--- src/rtl/msar_map.vh ---
// constants of the mono amplifier serial audio receiver
// assumes the including file sits on the 10 MHz core clock
`ifndef MSAR_MAP_VH
`define MSAR_MAP_VH

// ----------------------------------------
// clock and timing
// ----------------------------------------
`define MSAR_CLK_PERIOD_NS 100
// least quiet time on a link clock before it counts as stopped
`define MSAR_LOSS_TIME_NS 200000
`define MSAR_LOSS_CYCLES ((`MSAR_LOSS_TIME_NS + `MSAR_CLK_PERIOD_NS - 1) / `MSAR_CLK_PERIOD_NS)
// anti-pop power-up sequence, in microseconds
`define MSAR_PWRUP_TIME_US 12660
`define MSAR_PWRUP_CYCLES ((`MSAR_PWRUP_TIME_US * 1000 + `MSAR_CLK_PERIOD_NS - 1) / `MSAR_CLK_PERIOD_NS)

// ----------------------------------------
// frame layout
// ----------------------------------------
`define MSAR_SAMPLE_W 24
`define MSAR_FIFO_DEPTH 8
`define MSAR_LEN_W 9
`define MSAR_RATIO_SHORT 9'h020
`define MSAR_RATIO_SLOT16 9'h080
`define MSAR_RATIO_SLOT32 9'h100
`define MSAR_SLOT_W16 9'h010
`define MSAR_SLOT_W32 9'h020
`define MSAR_BITS_LONG 9'h018
`define MSAR_BITS_SHORT 9'h010
`define MSAR_I2S_MSB_POS 9'h001
`define MSAR_PCM_MSB_POS 9'h000

`endif

--- src/rtl/msar_fifo.v ---
// small synchronous fifo in flip-flops with valid/ready on both sides
// assumes one clock and a synchronous active-high reset
`default_nettype none

module msar_fifo #(
  parameter WIDTH = 24,
  parameter DEPTH = 8,
  parameter AW = 3
) (
  input wire clk,
  input wire rst,
  input wire in_valid,
  output wire in_ready,
  input wire [WIDTH-1:0] in_data,
  output wire out_valid,
  input wire out_ready,
  output wire [WIDTH-1:0] out_data
);

  reg [WIDTH-1:0] mem_q [0:DEPTH-1];
  reg [AW-1:0] wr_ptr_q;
  reg [AW-1:0] rd_ptr_q;
  reg [AW:0] count_q;
  wire push;
  wire pop;
  integer i;

  assign in_ready = (count_q != DEPTH[AW:0]);
  assign out_valid = (count_q != {(AW+1){1'b0}});
  assign out_data = mem_q[rd_ptr_q];
  assign push = in_valid & in_ready;
  assign pop = out_valid & out_ready;

  always @(posedge clk) begin
    if (rst) begin
      wr_ptr_q <= {AW{1'b0}};
      rd_ptr_q <= {AW{1'b0}};
      count_q <= {(AW+1){1'b0}};
      for (i = 0; i < DEPTH; i = i + 1) begin
        mem_q[i] <= {WIDTH{1'b0}};
      end
    end else begin
      if (push) begin
        mem_q[wr_ptr_q] <= in_data;
        wr_ptr_q <= (wr_ptr_q == DEPTH[AW-1:0] - 1'b1) ? {AW{1'b0}} : wr_ptr_q + 1'b1;
      end
      if (pop) begin
        rd_ptr_q <= (rd_ptr_q == DEPTH[AW-1:0] - 1'b1) ? {AW{1'b0}} : rd_ptr_q + 1'b1;
      end
      if (push & ~pop) begin
        count_q <= count_q + 1'b1;
      end else if (pop & ~push) begin
        count_q <= count_q - 1'b1;
      end
    end
  end

endmodule

`default_nettype wire

--- src/rtl/msar_rx.v ---
// serial audio receiver of a mono amplifier: i2s and pcm time slot slave
// assumes bit clock, frame sync, data and enable arrive asynchronously as pins
//
// Summary of operation
// - slave only: bit clock and frame sync are inputs, never driven
// - data line sampled on rising bit clock edges inside the word window
// - i2s captures a 24-bit msb-first sample for the strapped channel
// - with 32 bit clocks per frame only the 16 msbs are kept
// - i2s msb taken at second rising edge after frame sync change
// - i2s frame sync low is left word, high is right word
// - pcm mode supports eight slots of 16 or 32 bits
// - plain pcm word starts on the frame sync bit, else at the chosen slot
// - i2s or pcm time slot chosen by strap pins
// - stopped frame sync or bit clock shuts the output driver off
// - enable plus running clocks start a 12.66 ms power-up sequence
`include "msar_map.vh"
`default_nettype none

module msar_rx #(
  parameter integer PWRUP_CYCLES = `MSAR_PWRUP_CYCLES
) (
  input wire core_clk,
  input wire sys_rst,
  input wire bit_clk_in,
  input wire frame_sync_in,
  input wire serial_audio_in,
  input wire amp_enable_in,
  input wire fmt_pcm_strap,
  input wire chan_right_strap,
  input wire [2:0] slot_strap,
  output reg [23:0] sample_data_q,
  output reg sample_valid_q,
  input wire sample_ready,
  output reg driver_on_q,
  output reg clocks_ok_q,
  output reg overrun_q
);

  // ----------------------------------------
  // constants and helpers
  // ----------------------------------------
  localparam integer LOSS_CYC = `MSAR_LOSS_CYCLES;
  localparam [10:0] LOSS_LAST = LOSS_CYC[10:0] - 11'h001;
  localparam [16:0] PWR_LAST = PWRUP_CYCLES[16:0] - 17'h00001;
  localparam [1:0] ST_OFF = 2'h0;
  localparam [1:0] ST_RAMP = 2'h1;
  localparam [1:0] ST_RUN = 2'h2;

  function in_window;
    input [8:0] pos;
    input [8:0] start;
    input [8:0] len;
    begin
      in_window = (pos >= start) && (pos < start + len);
    end
  endfunction

  // ----------------------------------------
  // pin synchronisers
  // ----------------------------------------
  // link pins inputs only
  wire [3:0] pin_raw = {amp_enable_in, serial_audio_in, frame_sync_in, bit_clk_in};
  reg [3:0] pin_s1_q;
  reg [3:0] pin_s2_q;
  reg [3:0] pin_s3_q;
  reg [3:0] pin_flt_q;
  genvar g;
  generate
    for (g = 0; g < 4; g = g + 1) begin : g_sync
      // a change counts only once stages two and three agree
      always @(posedge core_clk) begin
        if (sys_rst) begin
          pin_s1_q[g] <= 1'b0;
          pin_s2_q[g] <= 1'b0;
          pin_s3_q[g] <= 1'b0;
          pin_flt_q[g] <= 1'b0;
        end else begin
          pin_s1_q[g] <= pin_raw[g];
          pin_s2_q[g] <= pin_s1_q[g];
          pin_s3_q[g] <= pin_s2_q[g];
          if (pin_s2_q[g] == pin_s3_q[g]) begin
            pin_flt_q[g] <= pin_s3_q[g];
          end
        end
      end
    end
  endgenerate

  wire bclk_lvl = pin_flt_q[0];
  wire fs_lvl = pin_flt_q[1];
  wire data_lvl = pin_flt_q[2];
  wire en_lvl = pin_flt_q[3];

  // ----------------------------------------
  // straps, caught once after reset release
  // ----------------------------------------
  reg strap_done_q;
  reg pcm_mode_q;
  reg chan_right_q;
  reg [2:0] slot_q;
  always @(posedge core_clk) begin
    if (sys_rst) begin
      strap_done_q <= 1'b0;
      pcm_mode_q <= 1'b0;
      chan_right_q <= 1'b0;
      slot_q <= 3'h0;
    end else if (!strap_done_q) begin
      strap_done_q <= 1'b1;
      pcm_mode_q <= fmt_pcm_strap;
      chan_right_q <= chan_right_strap;
      slot_q <= slot_strap;
    end
  end

  // ----------------------------------------
  // bit clock edges and frame position
  // ----------------------------------------
  reg bclk_prev_q;
  reg fs_prev_q;
  reg [8:0] bit_pos_q;
  reg [8:0] per_cnt_q;
  reg [8:0] frame_len_q;
  reg [23:0] shift_q;
  reg word_pend_q;
  reg [23:0] word_q;

  wire bclk_rise = bclk_lvl & ~bclk_prev_q;
  wire fs_change = bclk_rise & (fs_lvl != fs_prev_q);
  wire fs_rise = fs_change & fs_lvl;
  // count restarts at any i2s sync change, only at sync rise in pcm
  wire pos_restart = pcm_mode_q ? fs_rise : fs_change;
  wire [8:0] pos_now = pos_restart ? 9'h000 : bit_pos_q;

  wire i2s_short = (frame_len_q == `MSAR_RATIO_SHORT);
  wire [8:0] i2s_bits = i2s_short ? `MSAR_BITS_SHORT : `MSAR_BITS_LONG;
  // slot width from bit clocks per frame
  wire slot32 = (frame_len_q == `MSAR_RATIO_SLOT32);
  wire pcm_len_ok = slot32 | (frame_len_q == `MSAR_RATIO_SLOT16);
  wire [8:0] slot_w = slot32 ? `MSAR_SLOT_W32 : `MSAR_SLOT_W16;
  wire [8:0] pcm_bits = slot32 ? `MSAR_BITS_LONG : `MSAR_BITS_SHORT;
  // slot start is index times width
  wire [8:0] slot_start = slot32 ? {1'b0, slot_q, 5'h00} : {2'b00, slot_q, 4'h0};
  // low sync is left, high is right
  wire chan_match = (fs_lvl == chan_right_q);
  wire [8:0] i2s_start = `MSAR_I2S_MSB_POS;
  wire [8:0] pcm_start = `MSAR_PCM_MSB_POS + slot_start;
  wire [8:0] word_bits = pcm_mode_q ? pcm_bits : i2s_bits;
  // short frames: the lsb lands on the first edge after the sync flips
  wire i2s_tail = i2s_short & pos_restart & (fs_prev_q == chan_right_q) & (bit_pos_q == `MSAR_BITS_SHORT);
  wire i2s_last = i2s_short ? i2s_tail : (pos_now == i2s_start + i2s_bits - 9'h001);
  wire take_bit = bclk_rise & strap_done_q &
                  (pcm_mode_q ? (pcm_len_ok & in_window(pos_now, pcm_start, pcm_bits))
                              : ((chan_match & in_window(pos_now, i2s_start, i2s_bits)) | i2s_tail));
  wire last_bit = take_bit & (pcm_mode_q ? (pos_now == pcm_start + pcm_bits - 9'h001) : i2s_last);
  wire [23:0] shift_d = {shift_q[22:0], data_lvl};
  wire short_word = (word_bits == `MSAR_BITS_SHORT);
  wire [23:0] word_d = short_word ? {shift_d[15:0], 8'h00} : shift_d;

  wire fifo_in_ready;

  always @(posedge core_clk) begin
    if (sys_rst) begin
      bclk_prev_q <= 1'b0;
      fs_prev_q <= 1'b0;
      bit_pos_q <= 9'h1ff;
      per_cnt_q <= 9'h000;
      frame_len_q <= 9'h000;
      shift_q <= 24'h000000;
      word_pend_q <= 1'b0;
      word_q <= 24'h000000;
      overrun_q <= 1'b0;
    end else begin
      bclk_prev_q <= bclk_lvl;
      if (bclk_rise) begin
        fs_prev_q <= fs_lvl;
        bit_pos_q <= (pos_now == 9'h1ff) ? pos_now : pos_now + 9'h001;
        if (fs_rise) begin
          frame_len_q <= per_cnt_q + 9'h001;
          per_cnt_q <= 9'h000;
        end else if (per_cnt_q != 9'h1ff) begin
          per_cnt_q <= per_cnt_q + 9'h001;
        end
      end
      if (take_bit) begin
        shift_q <= shift_d;
      end
      // a full fifo holds the word back; a newer word meanwhile overwrites it and the held word is lost
      if (last_bit) begin
        word_q <= word_d;
        word_pend_q <= 1'b1;
        if (word_pend_q & ~fifo_in_ready) begin
          overrun_q <= 1'b1;
        end
      end else if (fifo_in_ready) begin
        word_pend_q <= 1'b0;
      end
    end
  end

  // ----------------------------------------
  // sample buffer and registered output
  // ----------------------------------------
  wire fifo_out_valid;
  wire [23:0] fifo_out_data;
  wire out_load = ~sample_valid_q | sample_ready;

  msar_fifo #(
    .WIDTH(`MSAR_SAMPLE_W),
    .DEPTH(`MSAR_FIFO_DEPTH),
    .AW(3)
  ) u_fifo (
    .clk(core_clk),
    .rst(sys_rst),
    .in_valid(word_pend_q),
    .in_ready(fifo_in_ready),
    .in_data(word_q),
    .out_valid(fifo_out_valid),
    .out_ready(out_load),
    .out_data(fifo_out_data)
  );

  always @(posedge core_clk) begin
    if (sys_rst) begin
      sample_valid_q <= 1'b0;
      sample_data_q <= 24'h000000;
    end else if (out_load) begin
      sample_valid_q <= fifo_out_valid;
      if (fifo_out_valid) begin
        sample_data_q <= fifo_out_data;
      end
    end
  end

  // ----------------------------------------
  // clock watchdog and power sequencing
  // ----------------------------------------
  reg [10:0] bclk_idle_q;
  reg [10:0] fs_idle_q;
  reg [1:0] pwr_st_q;
  reg [16:0] pwr_cnt_q;
  wire fs_edge_raw = fs_lvl ^ fs_prev_q;
  wire bclk_dead = (bclk_idle_q == LOSS_LAST);
  wire fs_dead = (fs_idle_q == LOSS_LAST);
  wire clocks_run = ~bclk_dead & ~fs_dead;

  always @(posedge core_clk) begin
    if (sys_rst) begin
      bclk_idle_q <= LOSS_LAST;
      fs_idle_q <= LOSS_LAST;
    end else begin
      bclk_idle_q <= bclk_rise ? 11'h000 : (bclk_dead ? bclk_idle_q : bclk_idle_q + 11'h001);
      fs_idle_q <= (bclk_rise & fs_edge_raw) ? 11'h000 : (fs_dead ? fs_idle_q : fs_idle_q + 11'h001);
    end
  end

  always @(posedge core_clk) begin
    if (sys_rst) begin
      pwr_st_q <= ST_OFF;
      pwr_cnt_q <= 17'h00000;
      driver_on_q <= 1'b0;
      clocks_ok_q <= 1'b0;
    end else begin
      clocks_ok_q <= clocks_run;
      case (pwr_st_q)
        ST_OFF: begin
          driver_on_q <= 1'b0;
          pwr_cnt_q <= 17'h00000;
          // enable and clocks start the ramp
          if (en_lvl & clocks_run) begin
            pwr_st_q <= ST_RAMP;
          end
        end
        ST_RAMP: begin
          if (~en_lvl | ~clocks_run) begin
            pwr_st_q <= ST_OFF;
          end else if (pwr_cnt_q == PWR_LAST) begin
            pwr_st_q <= ST_RUN;
            driver_on_q <= 1'b1;
          end else begin
            pwr_cnt_q <= pwr_cnt_q + 17'h00001;
          end
        end
        ST_RUN: begin
          if (~en_lvl | ~clocks_run) begin
            pwr_st_q <= ST_OFF;
            driver_on_q <= 1'b0;
          end
        end
        default: begin
          pwr_st_q <= ST_OFF;
          driver_on_q <= 1'b0;
        end
      endcase
    end
  end

endmodule

`default_nettype wire

--- config.mk ---
export PLATFORM = sky130hd
export DESIGN_NAME = msar_rx
export DESIGN_NICKNAME = d
export VERILOG_FILES = /design/src/rtl/msar_fifo.v /design/src/rtl/msar_rx.v
export VERILOG_INCLUDE_DIRS = /design/src /design/src/rtl
export SDC_FILE = /design/constraint.sdc
export NUM_CORES = 1
export LEC_CHECK = 0
export BUFFER_PORTS_ARGS = -buffer_cell sky130_fd_sc_hd__buf_2
export CAP_MARGIN = 20
export CORE_MARGIN = 2
export CORE_UTILIZATION = 55
export DETAILED_ROUTE_END_ITERATION = 8
export MAX_ROUTING_LAYER = met4
export PLACE_DENSITY = 0.72
export SETUP_SLACK_MARGIN = 0.4
export SLEW_MARGIN = 20
export SYNTH_ARGS = -nofsm -noshare
export SYNTH_HDL_FRONTEND = slang
export SYNTH_SLANG_ARGS = --single-unit
--- constraint.sdc ---
create_clock -name core_clk -period 4.8 [get_ports core_clk]
set_input_delay 0.48 -clock core_clk [delete_from_list [all_inputs] [get_ports core_clk]]
set_output_delay 0.48 -clock core_clk [all_outputs]
set_load 0.05 [all_outputs]
==> impl_metrics.ini <==
[synthesis]
syn_inst = 1463
ys_warn_count = 0
synth_seq_area_share_pct = 55.48
netlist-cell-type-count = 61
ys_async_sr_fraction_pct = 0
synth_seq_cells = 370
synth.avg_cell_area_sq_um = 11.49
synthFlopType = edfxtp_1
syn_nets = 1496
synth_edf_count = 192
syn_area_sq_um = 16810

[clock_network]
cts.reportedPaths.clkPinSlew_ns = 0.06
numCtsBuffers = 39
cts-root-buf = clkbuf_16
post_cts_resized = 0
clk_path_buf_depth = 3
ctsHoldBuffers = 0
clkLatencyLatePin_ns = 0.54
cts.sinks = 370
postCtsSetupBuffers = 0
cts-htree-levels = 2
cts_tree = done

[job]
max_cap_violations = 0

[worst_setup_path]
endpoint_kind = flip-flop
criticalPathCategory = reg2reg
critPathMaxFanout = 25
required_ns = 5.22
arrival_ns = 4.39
cp-start-kind = flip-flop
r2r_slack_ns = 0.84

[power_and_ir_drop]
swShare_pct = 30.50
p_switching_uw = 2592
combPwrFrac_pct = 22.5
cellPowerDensity_nw_per_um2 = 456.4
clock_power_share_pct = 32.8
vdd_drop_max_mv = 0.3600
internal-power_uw = 5906
p_leak_uw = 0.006909
design_power_total_uw = 8498
seqPwrFrac_pct = 44.7

[cells_and_area]
diodes = 0
area_delta_synth_final_pct = 10.75
fill_cells = 2361
fin_nets = 1511
final_cells = 1905
layout-drive-gt1-share_pct = 14.18

[detailed_routing]
vias = 11201
ant_nets = 0
drt-vias-per-instance = 5.880
drc = 0
drtIter0Drc = 915
wl_microns = 36120
firstDrtPassIters = 6
avgRoutedWirePerCell_microns = 18.96

[grt]
grt_pass1_vias = 10708
grt_max_degree = 74
antenna_found_initial = 0
grt_pass1_wl_microns = 58040
grt_remaining_overflow = 0
grtUsageTotal_pct = 23.97

[placement]
port_buffers = 39
dp.cells = 1831
dp_hpwl_microns = 21080
gp_routability_congestion = 0.8795

[timing]
rsz0062_at_grt = no
worst_pin_slew_ns = 1.109
skew_ns = 0.01029
setup_viol = 0
period_share_pct = 82.60
report.final.slew_viol_count = 0
layout_min_cycle_time_ns = 3.965
max_freq_mhz = 252.2
finalHoldViolations = 0
maxSlewHeadroom_pct = 26.09
timing.setup.tns_ns = 0

[floorplan]
die_h_microns = 178.8
core_region_area_sq_um = 30350
chipWidth_microns = 178.8
initial_utilization_pct = 55.40
num_rows = 64
die-area_sq_um = 31990
ioPinCount = 40

[min_path]
hold_path.class = in2reg

[outcome]
outcome = finished clean
per-stage QoR:
step	util [%]	instance area [sq um]	hold WS (ns)	worst slack, ns
6_report	61.35	18620	0.1484	0.8353
5_1_grt	61.35	18620	0.1341	0.5650
4_1_cts	61.20	18570	0.1340	0.8211
3_5_place_dp	57.34	17400	0.4297	0.8515
3_3_place_gp	57.34	17400	0.4213	0.9339
2_1_floorplan	-	16810	0.4138	1.470
per-layer routing:
metal  global-route usage (%)  wire (microns)
met3                    3.350            1910
met5                        -               0
met4                    5.691             659
met2                    39.29           17750
met1                    31.79           15800
layout make-up:
class                           instances  area [sq um]  share of cell area (%)
Multi-Input combinational cell        974          7061                   37.92
Sequential cell                       370          9334                   50.13
Tap cell                              396         495.5                   2.661
Inverter                               21         81.33                  0.4368
Timing Repair Buffer                   72         478.0                   2.567
Clock buffer                           55          1056                   5.671
Clock inverter                         17         115.1                  0.6182
flip-flops by register name, summed over array words and instances (netlist names), 9 cells and up:
| name | count |
|---|---|
| u_fifo.mem_q | 192 |
| sample_data_q | 24 |
| word_q | 24 |
| shift_q | 23 |
| pwr_cnt_q | 17 |
| bclk_idle_q | 11 |
| fs_idle_q | 11 |
| bit_pos_q | 9 |
| frame_len_q | 9 |
| per_cnt_q | 9 |
worst paths after layout:
kind	to	startpoint	cells after the start
max reg2reg	word_q[15]	frame_len_q[0]	10
max	word_q[15]	frame_len_q[0]	10
min	pin_s1_q[0]	bit_clk_in	2
min reg2reg	pin_s2_q[3]	pin_s1_q[3]	1
worst max-delay path: stages, from the launching register on:
cell and delay [ns]:
dfxtp_1 0.31, or4_1 0.56, or4_1 0.74, inv_4 0.19, nand2_1 0.08, ha_1 0.31
o21ai_0 0.09, nor4_1 0.35, a211o_2 0.21, o2111ai_4 0.51, mux2_4 0.49
placed cells by master, fill, tap and decap left out, drive strengths merged, types with 33 or more instances in the layout:
cell type,n
mux2i,59
a211oi,33
clkbuf,55
o21ai,61
mux4,48
nor2,118
nand2,62
and2,195
a21oi,71
nand3,33
nand4,36
dfxtp,178
buf,72
nor2b,36
edfxtp,192
cells in the mapped netlist, drive strengths merged, types with 3 or more instances:
library cell,instances,area [sq um]
a211oi,33,247.7
a21o,4,30.03
a21oi,71,355.3
a221o,3,30.03
a31oi,5,31.28
and2,195,1220
and3,15,93.84
buf,12,68.81
clkbuf,86,322.8
dfxtp,178,3563
edfxtp,192,5766
ha,20,250.2
inv,21,81.33
mux2,16,217.7
mux2i,59,590.6
mux4,48,1081
nand2,62,232.7
nand2b,10,62.56
nand3,33,170.2
nand4,36,225.2
nor2,118,442.9
nor2b,36,225.2
nor3,17,85.08
nor3b,6,45.04
nor4,14,87.58
o2111ai,3,50.05
o21ai,61,305.3
o31ai,25,187.7
or2,4,25.02
or3,3,18.77
or4,5,37.54
xnor2,28,245.2
xor2,18,157.7
cells by family after synthesis:
logic type	after synthesis	synth area share, %
fa+ha+maj	21	1.607
buf+inv	119	2.813
flops	370	55.48
mux	123	11.24
xor+xnor	46	2.396
simple gates	566	18.31
other cells	1	0.02230
compound gates	217	8.126
power groups by stage:
stage	Sequential [uW]	Combinational (uW)	Clock (uW)
6_report	3800	1920	2780
3_5_place_dp	3940	1800	0
3_3_place_gp	3930	1770	0
5_1_grt	3840	2100	2980
4_1_cts	3880	1810	2850
2_1_floorplan	4100	1200	0
Power figures use the tool's default switching activity.
